**src/rtl/cfp_pkg.sv**
```systemverilog
// Shared constants and types for the cell fault protection timer logic
package cfp_pkg;

  // ****************************************************************
  // Clock and tick rates
  // ****************************************************************
  localparam int CLK_PERIOD_PS = 5000;
  localparam int US_PS = 1000000;
  localparam int US_PER_MS = 1000;
  // Cycles per microsecond tick, derived from the clock period
  localparam int US_DIV_CYC = US_PS / CLK_PERIOD_PS;
  localparam int DIV_W = 16;
  localparam int CNT_W = 13;
  typedef logic [CNT_W-1:0] cfp_cnt_t;
  typedef logic [DIV_W-1:0] cfp_div_t;

  // ****************************************************************
  // Fault detection delays (ms, short circuit in us)
  // ****************************************************************
  // Overcharge options 0.25 s, 1 s, 1.25 s and 4.5 s held in ms
  localparam cfp_cnt_t OVP_DLY_MS [4] = '{13'h0FA, 13'h3E8, 13'h4E2, 13'h1194};
  localparam cfp_cnt_t UVP_DLY_MS [4] = '{13'h014, 13'h060, 13'h07D, 13'h090};
  localparam cfp_cnt_t OCD_DLY_MS [4] = '{13'h008, 13'h010, 13'h014, 13'h030};
  localparam cfp_cnt_t OCC_DLY_MS [4] = '{13'h004, 13'h006, 13'h008, 13'h010};
  localparam cfp_cnt_t SCC_DLY_US = 13'h0FA;
  localparam cfp_cnt_t REC_MS_DEF = 13'h008;

  // ****************************************************************
  // Threshold ranges in mV and their highest legal codes
  // ****************************************************************
  localparam int OVP_MIN_MV = 3850;
  localparam int OVP_MAX_MV = 4600;
  localparam int UVP_MIN_MV = 2000;
  localparam int UVP_MAX_MV = 2800;
  localparam int VT_STEP_MV = 50;
  localparam int OCD_MIN_MV = 90;
  localparam int OCD_MAX_MV = 200;
  localparam int OCC_MIN_MV = 45;
  localparam int OCC_MAX_MV = 155;
  localparam int OC_STEP_MV = 5;
  localparam int SCC_MIN_MV = 300;
  localparam int SCC_MAX_MV = 600;
  localparam int SCC_STEP_MV = 100;
  localparam logic [3:0] OVP_CODE_MAX = 4'((OVP_MAX_MV - OVP_MIN_MV) / VT_STEP_MV);
  localparam logic [4:0] UVP_CODE_MAX = 5'((UVP_MAX_MV - UVP_MIN_MV) / VT_STEP_MV);
  localparam logic [4:0] OCD_CODE_MAX = 5'((OCD_MAX_MV - OCD_MIN_MV) / OC_STEP_MV);
  localparam logic [4:0] OCC_CODE_MAX = 5'((OCC_MAX_MV - OCC_MIN_MV) / OC_STEP_MV);
  localparam logic [1:0] SCC_CODE_MAX = 2'((SCC_MAX_MV - SCC_MIN_MV) / SCC_STEP_MV);

  // ****************************************************************
  // Fault indices and register map
  // ****************************************************************
  localparam int NUM_FAULTS = 5;
  localparam int FI_OVP = 0;
  localparam int FI_UVP = 1;
  localparam int FI_OCD = 2;
  localparam int FI_SCC = 3;
  localparam int FI_OCC = 4;
  localparam int ADDR_W = 4;
  localparam logic [3:0] REG_DLY_ADDR = 4'h0;
  localparam logic [3:0] REG_THR_ADDR = 4'h4;
  localparam logic [3:0] REG_STAT_ADDR = 4'h8;
  localparam logic [1:0] RESP_OKAY = 2'h0;
  localparam logic [1:0] RESP_SLVERR = 2'h2;

  typedef enum logic [1:0] {
    SEL_DLY = 2'b00,
    SEL_THR = 2'b01,
    SEL_STAT = 2'b10,
    SEL_NONE = 2'b11
  } cfp_sel_e;

  // Synchronised comparator results from the analog front end
  typedef struct packed {
    logic occ_release;
    logic occ_below;
    logic scc_above;
    logic ocd_above;
    logic diff_gt_1v;
    logic uvp_above_hys;
    logic uvp_below;
    logic ovp_below_hys;
    logic ovp_above;
  } cfp_cmp_s;

  // Threshold codes, ovp in the low bits of the register
  typedef struct packed {
    logic [1:0] short_circuit_fault;
    logic [4:0] occ;
    logic [4:0] discharge_overcurrent_fault;
    logic [4:0] overdischarge_fault;
    logic [3:0] overcharge_fault;
  } cfp_thr_s;

  // Delay option selects, ovp in the low bits of the register
  typedef struct packed {
    logic [1:0] occ;
    logic [1:0] discharge_overcurrent_fault;
    logic [1:0] overdischarge_fault;
    logic [1:0] overcharge_fault;
  } cfp_dly_s;

  typedef struct packed {
    logic [8:0] sync1;
    logic [8:0] sync2;
    cfp_div_t us_cnt;
    cfp_div_t ms_cnt;
    logic us_tick;
    logic ms_tick;
    logic [NUM_FAULTS-1:0] fault;
    logic [NUM_FAULTS-1:0][CNT_W-1:0] det;
    logic [NUM_FAULTS-1:0][CNT_W-1:0] rec;
    logic chg_gate;
    logic dsg_gate;
    cfp_dly_s dly;
    cfp_thr_s thr;
    logic aw_got;
    logic w_got;
    logic [ADDR_W-1:0] waddr;
    logic [31:0] wdata;
    logic [3:0] wstrb;
    logic bvalid;
    logic [1:0] bresp;
    logic rvalid;
    logic [31:0] rdata;
    logic [1:0] rresp;
  } cfp_state_s;

  // Gates on and no fault after reset
  localparam cfp_state_s STATE_RST = '{chg_gate: 1'b1, dsg_gate: 1'b1, default: '0};

endpackage

```
**src/rtl/cfp_top.sv**
```systemverilog
// Fault timers, gate drive control and AXI4-Lite registers of a cell protector
//
// Our own choices: the address map and the AXI4-Lite interface to the registers.
`timescale 1ns/1ps

module cfp_top #(
  parameter cfp_pkg::cfp_div_t US_DIV = cfp_pkg::cfp_div_t'(cfp_pkg::US_DIV_CYC),
  parameter cfp_pkg::cfp_div_t MS_DIV = cfp_pkg::cfp_div_t'(cfp_pkg::US_PER_MS),
  parameter cfp_pkg::cfp_cnt_t REC_MS = cfp_pkg::REC_MS_DEF
) (
  // Clock and reset
  input wire logic REF_CLK_I,
  input wire logic RST_I,
  // Analog comparator results, asynchronous
  input wire cfp_pkg::cfp_cmp_s COMPARATOR_I,
  // Gate drives and threshold codes to the analog side
  output logic CHARGE_GATE_DRIVE_O,
  output logic DISCHARGE_GATE_DRIVE_O,
  output cfp_pkg::cfp_thr_s THRESH_SEL_O,
  // AXI4-Lite write address and data
  input wire logic [cfp_pkg::ADDR_W-1:0] AWADDR_I,
  input wire logic AWVALID_I,
  output logic AWREADY_O,
  input wire logic [31:0] WDATA_I,
  input wire logic [3:0] WSTRB_I,
  input wire logic WVALID_I,
  output logic WREADY_O,
  // AXI4-Lite write response
  output logic [1:0] BRESP_O,
  output logic BVALID_O,
  input wire logic BREADY_I,
  // AXI4-Lite read
  input wire logic [cfp_pkg::ADDR_W-1:0] ARADDR_I,
  input wire logic ARVALID_I,
  output logic ARREADY_O,
  output logic [31:0] RDATA_O,
  output logic [1:0] RRESP_O,
  output logic RVALID_O,
  input wire logic RREADY_I
);

  // ****************************************************************
  // Helper functions
  // ****************************************************************

  // Address decode, shared by the write and the read path
  function automatic cfp_pkg::cfp_sel_e reg_sel(input logic [cfp_pkg::ADDR_W-1:0] addr);
    case (addr)
      cfp_pkg::REG_DLY_ADDR: reg_sel = cfp_pkg::SEL_DLY;
      cfp_pkg::REG_THR_ADDR: reg_sel = cfp_pkg::SEL_THR;
      cfp_pkg::REG_STAT_ADDR: reg_sel = cfp_pkg::SEL_STAT;
      default: reg_sel = cfp_pkg::SEL_NONE;
    endcase
  endfunction

  // Byte lane merge under the write strobes
  function automatic logic [31:0] merge(input logic [31:0] old, input logic [31:0] wd,
                                        input logic [3:0] strb);
    merge = old;
    for (int b = 0; b < 4; b++) begin
      if (strb[b]) begin
        merge[b*8 +: 8] = wd[b*8 +: 8];
      end
    end
  endfunction

  // Out-of-range codes are pinned to the top of each range
  function automatic cfp_pkg::cfp_thr_s clamp(input cfp_pkg::cfp_thr_s t);
    clamp = t;
    if (t.overcharge_fault > cfp_pkg::OVP_CODE_MAX) begin
      clamp.overcharge_fault = cfp_pkg::OVP_CODE_MAX;
    end
    if (t.overdischarge_fault > cfp_pkg::UVP_CODE_MAX) begin
      clamp.overdischarge_fault = cfp_pkg::UVP_CODE_MAX;
    end
    if (t.discharge_overcurrent_fault > cfp_pkg::OCD_CODE_MAX) begin
      clamp.discharge_overcurrent_fault = cfp_pkg::OCD_CODE_MAX;
    end
    if (t.occ > cfp_pkg::OCC_CODE_MAX) begin
      clamp.occ = cfp_pkg::OCC_CODE_MAX;
    end
  endfunction

  // ****************************************************************
  // State and decoded conditions
  // ****************************************************************
  cfp_pkg::cfp_state_s s;
  cfp_pkg::cfp_state_s n;
  cfp_pkg::cfp_cmp_s cmp;
  logic [cfp_pkg::NUM_FAULTS-1:0] cond;
  logic [cfp_pkg::NUM_FAULTS-1:0] rel;
  logic [cfp_pkg::NUM_FAULTS-1:0] tick;
  cfp_pkg::cfp_cnt_t lim [cfp_pkg::NUM_FAULTS];
  logic aw_rdy;
  logic w_rdy;
  logic ar_rdy;

  // Only the second synchroniser stage is ever looked at
  assign cmp = cfp_pkg::cfp_cmp_s'(s.sync2);

  // Fault detect conditions
  assign cond[cfp_pkg::FI_OVP] = cmp.ovp_above;
  assign cond[cfp_pkg::FI_UVP] = cmp.uvp_below;
  assign cond[cfp_pkg::FI_OCD] = cmp.ocd_above;
  assign cond[cfp_pkg::FI_SCC] = cmp.scc_above;
  assign cond[cfp_pkg::FI_OCC] = cmp.occ_below;

  // Release conditions; a loaded pack may also leave overcharge once below threshold
  assign rel[cfp_pkg::FI_OVP] = (cmp.ovp_below_hys & ~cmp.occ_below) | (cmp.ocd_above & ~cmp.ovp_above);
  assign rel[cfp_pkg::FI_UVP] = cmp.uvp_above_hys & cmp.diff_gt_1v;
  assign rel[cfp_pkg::FI_OCD] = cmp.diff_gt_1v;
  assign rel[cfp_pkg::FI_SCC] = cmp.diff_gt_1v;
  assign rel[cfp_pkg::FI_OCC] = cmp.occ_release;

  // Short circuit runs on the microsecond tick, all others on milliseconds
  assign tick[cfp_pkg::FI_OVP] = s.ms_tick;
  assign tick[cfp_pkg::FI_UVP] = s.ms_tick;
  assign tick[cfp_pkg::FI_OCD] = s.ms_tick;
  assign tick[cfp_pkg::FI_SCC] = s.us_tick;
  assign tick[cfp_pkg::FI_OCC] = s.ms_tick;

  // Delay limits from the selected options, fixed for short circuit
  assign lim[cfp_pkg::FI_OVP] = cfp_pkg::OVP_DLY_MS[s.dly.overcharge_fault];
  assign lim[cfp_pkg::FI_UVP] = cfp_pkg::UVP_DLY_MS[s.dly.overdischarge_fault];
  assign lim[cfp_pkg::FI_OCD] = cfp_pkg::OCD_DLY_MS[s.dly.discharge_overcurrent_fault];
  assign lim[cfp_pkg::FI_OCC] = cfp_pkg::OCC_DLY_MS[s.dly.occ];
  assign lim[cfp_pkg::FI_SCC] = cfp_pkg::SCC_DLY_US;

  // Ready while no response is pending, so one transfer of each kind at a time
  assign aw_rdy = ~s.aw_got & ~s.bvalid;
  assign w_rdy = ~s.w_got & ~s.bvalid;
  assign ar_rdy = ~s.rvalid;

  // ****************************************************************
  // Next state
  // ****************************************************************
  always_comb begin
    cfp_pkg::cfp_sel_e wsel;
    cfp_pkg::cfp_sel_e rsel;
    wsel = reg_sel(s.waddr);
    rsel = reg_sel(ARADDR_I);
    n = s;
    // Two-stage synchroniser for the comparators
    n.sync1 = COMPARATOR_I;
    n.sync2 = s.sync1;
    // Tick dividers: one-cycle enables, microseconds then milliseconds
    n.us_tick = 1'b0;
    n.ms_tick = 1'b0;
    if (s.us_cnt == US_DIV - cfp_pkg::cfp_div_t'(1)) begin
      n.us_cnt = '0;
      n.us_tick = 1'b1;
      if (s.ms_cnt == MS_DIV - cfp_pkg::cfp_div_t'(1)) begin
        n.ms_cnt = '0;
        n.ms_tick = 1'b1;
      end else begin
        n.ms_cnt = s.ms_cnt + cfp_pkg::cfp_div_t'(1);
      end
    end else begin
      n.us_cnt = s.us_cnt + cfp_pkg::cfp_div_t'(1);
    end
    // Detection and recovery timers per fault
    for (int i = 0; i < cfp_pkg::NUM_FAULTS; i++) begin
      if (!s.fault[i]) begin
        n.rec[i] = '0;
        if (!cond[i]) begin
          n.det[i] = '0;
        end else if (tick[i]) begin
          if (s.det[i] + cfp_pkg::cfp_cnt_t'(1) >= lim[i]) begin
            n.fault[i] = 1'b1;
            n.det[i] = '0;
          end else begin
            n.det[i] = s.det[i] + cfp_pkg::cfp_cnt_t'(1);
          end
        end
      end else begin
        n.det[i] = '0;
        // A recurrence or lost release condition restarts recovery
        if (cond[i] || !rel[i]) begin
          n.rec[i] = '0;
        end else if (s.ms_tick) begin
          if (s.rec[i] + cfp_pkg::cfp_cnt_t'(1) >= REC_MS) begin
            n.fault[i] = 1'b0;
            n.rec[i] = '0;
          end else begin
            n.rec[i] = s.rec[i] + cfp_pkg::cfp_cnt_t'(1);
          end
        end
      end
    end
    // Gate drives: high turns the FET on
    n.chg_gate = ~(n.fault[cfp_pkg::FI_OVP] | n.fault[cfp_pkg::FI_OCC]);
    n.dsg_gate = ~(n.fault[cfp_pkg::FI_UVP] | n.fault[cfp_pkg::FI_OCD] | n.fault[cfp_pkg::FI_SCC]);
    // Write channels are taken independently, in either order
    if (AWVALID_I && aw_rdy) begin
      n.aw_got = 1'b1;
      n.waddr = AWADDR_I;
    end
    if (WVALID_I && w_rdy) begin
      n.w_got = 1'b1;
      n.wdata = WDATA_I;
      n.wstrb = WSTRB_I;
    end
    if (s.bvalid && BREADY_I) begin
      n.bvalid = 1'b0;
    end
    // Commit once both halves are held
    if (s.aw_got && s.w_got && !s.bvalid) begin
      n.aw_got = 1'b0;
      n.w_got = 1'b0;
      n.bvalid = 1'b1;
      n.bresp = cfp_pkg::RESP_OKAY;
      case (wsel)
        cfp_pkg::SEL_DLY: begin
          n.dly = cfp_pkg::cfp_dly_s'(8'(merge(32'(s.dly), s.wdata, s.wstrb)));
        end
        cfp_pkg::SEL_THR: begin
          n.thr = clamp(cfp_pkg::cfp_thr_s'(21'(merge(32'(s.thr), s.wdata, s.wstrb))));
        end
        cfp_pkg::SEL_STAT: begin
          n.bresp = cfp_pkg::RESP_OKAY;
        end
        default: begin
          n.bresp = cfp_pkg::RESP_SLVERR;
        end
      endcase
    end
    // Read path
    if (s.rvalid && RREADY_I) begin
      n.rvalid = 1'b0;
    end
    if (ARVALID_I && ar_rdy) begin
      n.rvalid = 1'b1;
      n.rresp = cfp_pkg::RESP_OKAY;
      case (rsel)
        cfp_pkg::SEL_DLY: begin
          n.rdata = 32'(s.dly);
        end
        cfp_pkg::SEL_THR: begin
          n.rdata = 32'(s.thr);
        end
        cfp_pkg::SEL_STAT: begin
          n.rdata = 32'({s.dsg_gate, s.chg_gate, s.fault});
        end
        default: begin
          n.rdata = '0;
          n.rresp = cfp_pkg::RESP_SLVERR;
        end
      endcase
    end
  end

  // State register; reset puts both FETs on with no fault latched
  always_ff @(posedge REF_CLK_I) begin
    if (RST_I) begin
      s <= cfp_pkg::STATE_RST;
    end else begin
      s <= n;
    end
  end

  // ****************************************************************
  // Outputs
  // ****************************************************************
  assign CHARGE_GATE_DRIVE_O = s.chg_gate;
  assign DISCHARGE_GATE_DRIVE_O = s.dsg_gate;
  assign THRESH_SEL_O = s.thr;
  assign AWREADY_O = aw_rdy;
  assign WREADY_O = w_rdy;
  assign BVALID_O = s.bvalid;
  assign BRESP_O = s.bresp;
  assign ARREADY_O = ar_rdy;
  assign RVALID_O = s.rvalid;
  assign RDATA_O = s.rdata;
  assign RRESP_O = s.rresp;
endmodule

```
**config.mk**
```make
export PLATFORM = sky130hd
export DESIGN_NAME = cfp_top
export DESIGN_NICKNAME = d
export VERILOG_FILES = /design/src/rtl/cfp_pkg.sv /design/src/rtl/cfp_top.sv
export SDC_FILE = /design/constraint.sdc
export NUM_CORES = 1
export LEC_CHECK = 0
export BUFFER_PORTS_ARGS = -buffer_cell sky130_fd_sc_hd__buf_2
export CORE_MARGIN = 1
export CORE_UTILIZATION = 50
export CTS_CLUSTER_DIAMETER = 30
export DETAILED_ROUTE_END_ITERATION = 7
export PLACE_DENSITY = 0.77
export SLEW_MARGIN = 15
export SYNTH_ARGS = -nofsm -noshare
export SYNTH_HDL_FRONTEND = slang
export SYNTH_SLANG_ARGS = --single-unit
export TNS_END_PERCENT = 100
```
**constraint.sdc**
```tcl
create_clock -name REF_CLK_I -period 3.04 [get_ports REF_CLK_I]
set_input_delay 0.608 -clock REF_CLK_I [delete_from_list [all_inputs] [get_ports REF_CLK_I]]
set_output_delay 0.608 -clock REF_CLK_I [all_outputs]
set_load 0.03 [all_outputs]
```
== After elaboration in Yosys (flattened, before gate mapping) ==
Cells that the tools add are included.

* Add/sub/neg operators: 12
* Equality and inequality tests: 11
* Order comparisons: 18
* Mux-type cells: 82
* Bitwise operators: 30
* Reduce and logical (&&, ||, !) cells: 41

{| class="wikitable"
|+ Operator list
! operator !! count
|-
| 13-bit two-way mux || 18
|-
| 13-bit by 1-bit adder with 13-bit output, second input constant || 10
|-
| 13-bit binary-select mux with 2-bit select || 4
|-
| 13-bit by 4-bit greater-or-equal comparator with 1-bit output, second input constant || 5
|-
| 21-bit case mux with 3 select lines || 1
|-
| 13-bit greater-or-equal comparator || 4
|-
| 8-bit two-way mux || 6
|-
| 1-bit two-way mux || 38
|-
| 3-bit OR reduction || 12
|-
| 35-bit two-way mux || 1
|-
| 16-bit by 1-bit adder with 16-bit output, second input constant || 2
|-
| 5-bit two-way mux || 6
|-
| 1-bit inverter || 17
|-
| 16-bit by 10-bit == test with 1-bit output, second input constant || 1
|-
| 16-bit by 8-bit == test with 1-bit output, second input constant || 1
|-
| 16-bit two-way mux || 1
|-
| 5-bit > comparator, second input constant || 3
|-
| 13-bit by 8-bit greater-or-equal comparator with 1-bit output, second input constant || 1
|-
| 3-bit greater-or-equal comparator, second input constant || 4
|-
| 2-bit inverter with 3-bit output || 4
|-
| 2-bit case mux with 3 select lines || 2
|-
| 4-bit by 3-bit == test with 1-bit output, second input constant || 2
|-
| 4-bit == test, second input constant || 2
|-
| 4-bit logical NOT || 2
|-
| 17 further kinds || 47
|}

* Register bits: 286
* Output and inout bits: 64
* Bits of input ports: 60
* Logic and storage cells: 232

== Depth between registers and ports, before layout ==
* Depth in word-level cells: 12
* Depth in mapped cells: 13
* Gate-level depth less buffers: 12

== Worst setup path after synthesis ==
Ideal clock, no wire load.

* Path type: flip-flop to flip-flop
* Start: register s[189] in the netlist's numbering
* End: register s[195] in the netlist's numbering
* Stages on the path, launching flop included: 14
* Period minus slack after synthesis: 2.634 ns
* Slack: 0.406 ns
* Data arrival time: 2.562 ns
* Required time: 2.968 ns
* Path buffers: 2
* Setup time: 0.072 ns
* Cell sequence: dfxtp_1 -> ha_1 -> nand2_1 -> or2_2 -> clkbuf_1 -> xnor2_1 -> ha_1 -> a21o_1 -> a21oi_1 -> nand2_1 -> nor4_2 -> buf_2 -> a31oi_1 -> mux2i_1

* Cells in the longest elaborated chain, start to end: 3

{| class="wikitable"
|+ Ends and longest elaborated chain
! what !! line !! text
|-
| start, declared || cfp_top.sv:87 || <nowiki>cfp_pkg::cfp_state_s s;</nowiki>
|-
| start signal, assigned || cfp_top.sv:255 || <nowiki>s <= cfp_pkg::STATE_RST;</nowiki>
|-
| start signal, assigned || cfp_top.sv:257 || <nowiki>s <= n;</nowiki>
|-
| 13-bit by 1-bit adder with 13-bit output (*) || cfp_top.sv:168, cfp_top.sv:172 ||
|-
| 13-bit greater-or-equal comparator || cfp_top.sv:168 || <nowiki>if (s.det[i] + cfp_pkg::cfp_cnt_t'(1) >= lim[i]) begin</nowiki>
|-
| 13-bit two-way mux (*) || cfp_top.sv:168 ||
|}

Every way passes the cells marked *; elsewhere a longest branch is shown, timed or not.
A chain may end at the register's enable or synchronous reset.

== Worst setup path in the final report ==
* Start: register s[177] in the netlist's numbering
* End: register s[187] in the netlist's numbering

The elaborated chain is that of the path after synthesis.

==> results_dict.tcl <==
set metrics [dict create \
    status "complete, no violations" \
    data_arrival_time_of_the_critical_path_ps 3270 \
    worst-path-max-fanout 13 \
    tritoncts.num_buffers 53 \
    dp_hpwl_mm 18.9 \
    final_cell_count_no_fill 1969 \
    ys_seq_area_share_pct 42.0 \
    final_hold_viol_count 0 \
    postSynth.topFlopCell "sky130_fd_sc_hd__dfxtp_1" \
    final_max_slew_viol_count 0 \
    grt_use_total_pct 20.9 \
    viasPerCell 5.54 \
    synth_enable_flop_cells 0 \
    antenna_left 0 \
    peak_vdd_ir_v 0.000385 \
    synth_top_area_cell "sky130_fd_sc_hd__dfxtp_1" \
    clock_insertion_delay_worst_skew_ps 540 \
    antenna_found_initial 0 \
    row_count 58 \
    power_frac_clock_pct 58.6 \
    drt_iter0_drc 699 \
    critPathKind "reg2reg" \
    fin_hold_ws_ps 267 \
    combined_area_of_all_synthesized_cells_mm2 0.0130 \
    max_slew.worst_pin.slew_ps 966 \
    start_util_pct 51.4 \
    dieWidth_um 163 \
    hold_buffer_count_at_cts 0 \
    dp_cells 1871 \
    grt_setup_unrepaired "no" \
    number_of_cells_produced_by_synthesis 1526 \
    clock_tree_from_tritoncts "yes" \
    clkSinkCount 273 \
    clk_transition_reported_paths_ps 50 \
    seq_power_share_pct 38.8 \
    port_buffers 98 \
    ys.warnings.count 0 \
    final_setup_skew_ps 14.7 \
    power.density_mw_per_mm2 622 \
    max_cap_viol_count 0 \
    num_antenna_cells 0 \
    synth_top_area_share_pct 42.0 \
    gp_congestion 0.843 \
    finish.net_count 1702 \
    grt_pass1_vias 10100 \
    finalCritPeriodShare_pct 92.7 \
    post_synth_num_cell_types 81 \
    achievable-frequency_mhz 355 \
    cts_root_buffer "sky130_fd_sc_hd__clkbuf_16" \
    post-place-ws_ps 110 \
    cts.htree.levels 2 \
    num-fill-cells 2079 \
    floorplan.die_area_mm2 0.0267 \
    global_route_wire_length_before_repair_mm 46.9 \
    ff_latch_area_mm2 0.00547 \
    share_comb_of_total_power_pct 2.6 \
    maxSlewHeadroom_pct 35.6 \
    fp.dieH_um 163 \
    pin_count_of_the_biggest_net_entering_global_routing 95 \
    worstPathRequired_ps 3490 \
    hold_removal_path_class "in2reg" \
    leakagePower_uw 0.00592 \
    drt_pre_antenna_iters 5 \
    overflow 0 \
    layout_setup_ws_ps 222 \
    design.core.area_mm2 0.0253 \
    worstSetupStartpointType "register" \
    finalSetupViolCount 0 \
    post_drt_wl_per_cell_um 14.2 \
    syn_avg_cell_area_um2 8.53 \
    number_of_vias_in_the_routed_layout 10900 \
    power_report.internal_total_uw 7370 \
    fin_tns_setup_ps 0 \
    io_pins 124 \
    synth_async_sr_flop_share_pct 0 \
    drcViolationCount 0 \
    cts-root-to-sink-buffers 3 \
    synth.ff_latch_count 273 \
    power.net_switching_uw 2110 \
    p_sw_share_pct 22.3 \
    finalCriticalPeriod_ps 2820 \
    crit_path_end_kind "register" \
    post_synth_main_area_contributors "sky130_fd_sc_hd__dfxtp_1 42%, sky130_fd_sc_hd__nand2_1 5.3%, sky130_fd_sc_hd__ha_1 4.4%" \
    flow.area_growth_from_synthesis_pct 17.1 \
    final_design_utilization_pct 60.2 \
    fraction_of_final_layout_cells_sized_beyond_drive_strength_1_pct 14.8 \
    route.final.wire_length_mm 27.9 \
    multiInputGateArea_mm2 0.00681 \
]
worst paths after layout:
check                 from       end  slack, ps  depth (start not counted)
setup / recovery    s[177]    s[187]        220                         13
hold / removal    RREADY_I  RVALID_O        270                          2
setup reg to reg    s[177]    s[187]        220                         13
hold reg to reg     n[281]    cmp[1]        420                          1
logic make-up after synthesis:
logic type / count (synthesis) / share of synthesized area [%]
and+or+nand+nor: 700 / 27.6
DFF: 273 / 42.0
AOI/OAI and AO/OA: 249 / 12.6
buffers and inverters: 155 / 6.23
xor gates and xnor gates: 72 / 4.84
adders and majority gates: 46 / 4.42
muxes: 30 / 2.35
other: 1 / 0.0288
power groups by stage:
stage	Sequential, uW	Combinational [uW]	Clock, uW
2_1_floorplan	3730	191	0
5_1_grt	3680	273	5850
4_1_cts	3670	248	5650
6_report	3670	247	5560
3_3_place_gp	3740	242	0
3_5_place_dp	3740	246	0
per-layer routing:
metal	vias to the layer above	GRT usage [%]	routed length, um
met5	-	0	0
met4	0	6.80	513
met3	55	4.52	1680
met2	305	34.4	13300
li1	5437	-	-
met1	5104	27.0	12400
flip-flops by register name, summed over array words and instances (netlist names), named ones only:
| name | flops |
|---|---|
| s | 207 |
| RDATA_O | 21 |
| THRESH_SEL_O | 17 |
| cmp | 9 |
| n | 9 |
| BRESP_O | 1 |
| BVALID_O | 1 |
| CHARGE_GATE_DRIVE_O | 1 |
| DISCHARGE_GATE_DRIVE_O | 1 |
| RRESP_O | 1 |
| RVALID_O | 1 |
cell usage in the layout (no fill, tap or decap), types with 29 or more instances in the layout:
| cell | instances |
|---|---|
| sky130_fd_sc_hd__a21oi_1 | 83 |
| sky130_fd_sc_hd__and2_1 | 77 |
| sky130_fd_sc_hd__and3_1 | 29 |
| sky130_fd_sc_hd__buf_2 | 97 |
| sky130_fd_sc_hd__clkbuf_16 | 53 |
| sky130_fd_sc_hd__dfxtp_1 | 271 |
| sky130_fd_sc_hd__ha_1 | 44 |
| sky130_fd_sc_hd__inv_1 | 43 |
| sky130_fd_sc_hd__nand2_1 | 184 |
| sky130_fd_sc_hd__nand3_1 | 74 |
| sky130_fd_sc_hd__nor2_1 | 139 |
| sky130_fd_sc_hd__nor2b_1 | 30 |
| sky130_fd_sc_hd__nor3_1 | 38 |
| sky130_fd_sc_hd__o21ai_0 | 51 |
| sky130_fd_sc_hd__xnor2_1 | 34 |
| sky130_fd_sc_hd__xor2_1 | 38 |
cell usage after synthesis (9+ instances only):
cell and n:
sky130_fd_sc_hd__nor2_1 139, sky130_fd_sc_hd__nor2b_1 30, sky130_fd_sc_hd__and4_1 9, sky130_fd_sc_hd__nand3_1 75, sky130_fd_sc_hd__clkbuf_1 42, sky130_fd_sc_hd__and2_1 77, sky130_fd_sc_hd__a21oi_1 83, sky130_fd_sc_hd__a22oi_1 25
sky130_fd_sc_hd__nand3b_1 13, sky130_fd_sc_hd__nor4_1 11, sky130_fd_sc_hd__nand2_1 184, sky130_fd_sc_hd__and3_1 29, sky130_fd_sc_hd__inv_1 43, sky130_fd_sc_hd__o21ai_0 51, sky130_fd_sc_hd__nand4_1 28, sky130_fd_sc_hd__mux2i_1 25
sky130_fd_sc_hd__xnor2_1 34, sky130_fd_sc_hd__buf_4 58, sky130_fd_sc_hd__nor3_1 38, sky130_fd_sc_hd__dfxtp_1 273, sky130_fd_sc_hd__xor2_1 38, sky130_fd_sc_hd__a31oi_1 13, sky130_fd_sc_hd__ha_1 46
final cells by class:
class	count	share of cell area, %
clock buffer	64	9.24
tap	330	2.71
inverter	44	1.08
timing repair buffer	114	4.11
sequential	273	35.9
clock inverter	34	2.27
multi-input combinational	1110	44.7
critical path: stages, from the launching register on:
cell and delay, ps:
sky130_fd_sc_hd__dfxtp_1 410, sky130_fd_sc_hd__ha_2 260, sky130_fd_sc_hd__nand3_2 180, sky130_fd_sc_hd__nor2_1 180, sky130_fd_sc_hd__xor2_1 240, sky130_fd_sc_hd__ha_1 280, sky130_fd_sc_hd__o21ai_0 70, sky130_fd_sc_hd__nor2_1 70
sky130_fd_sc_hd__o41ai_1 60, sky130_fd_sc_hd__a32oi_1 160, sky130_fd_sc_hd__a221oi_4 300, sky130_fd_sc_hd__buf_4 240, sky130_fd_sc_hd__nand4b_1 110, sky130_fd_sc_hd__a31oi_1 170
per-stage QoR:
step           total power, uW  instance area [um^2]
5_1_grt                   9800                 15200
3_5_place_dp              3990                 13500
6_report                  9480                 15200
3_3_place_gp              3980                 13500
2_1_floorplan             3920                 13100
4_1_cts                   9570                 15200
what timing repair did:
action / 4_1_cts / 5_1_grt
gates resized for setup: 0 / 7
setup buffers: 0 / 0
setup endpoints to repair: 0 / 18
(Power assumes the default switching activity.)
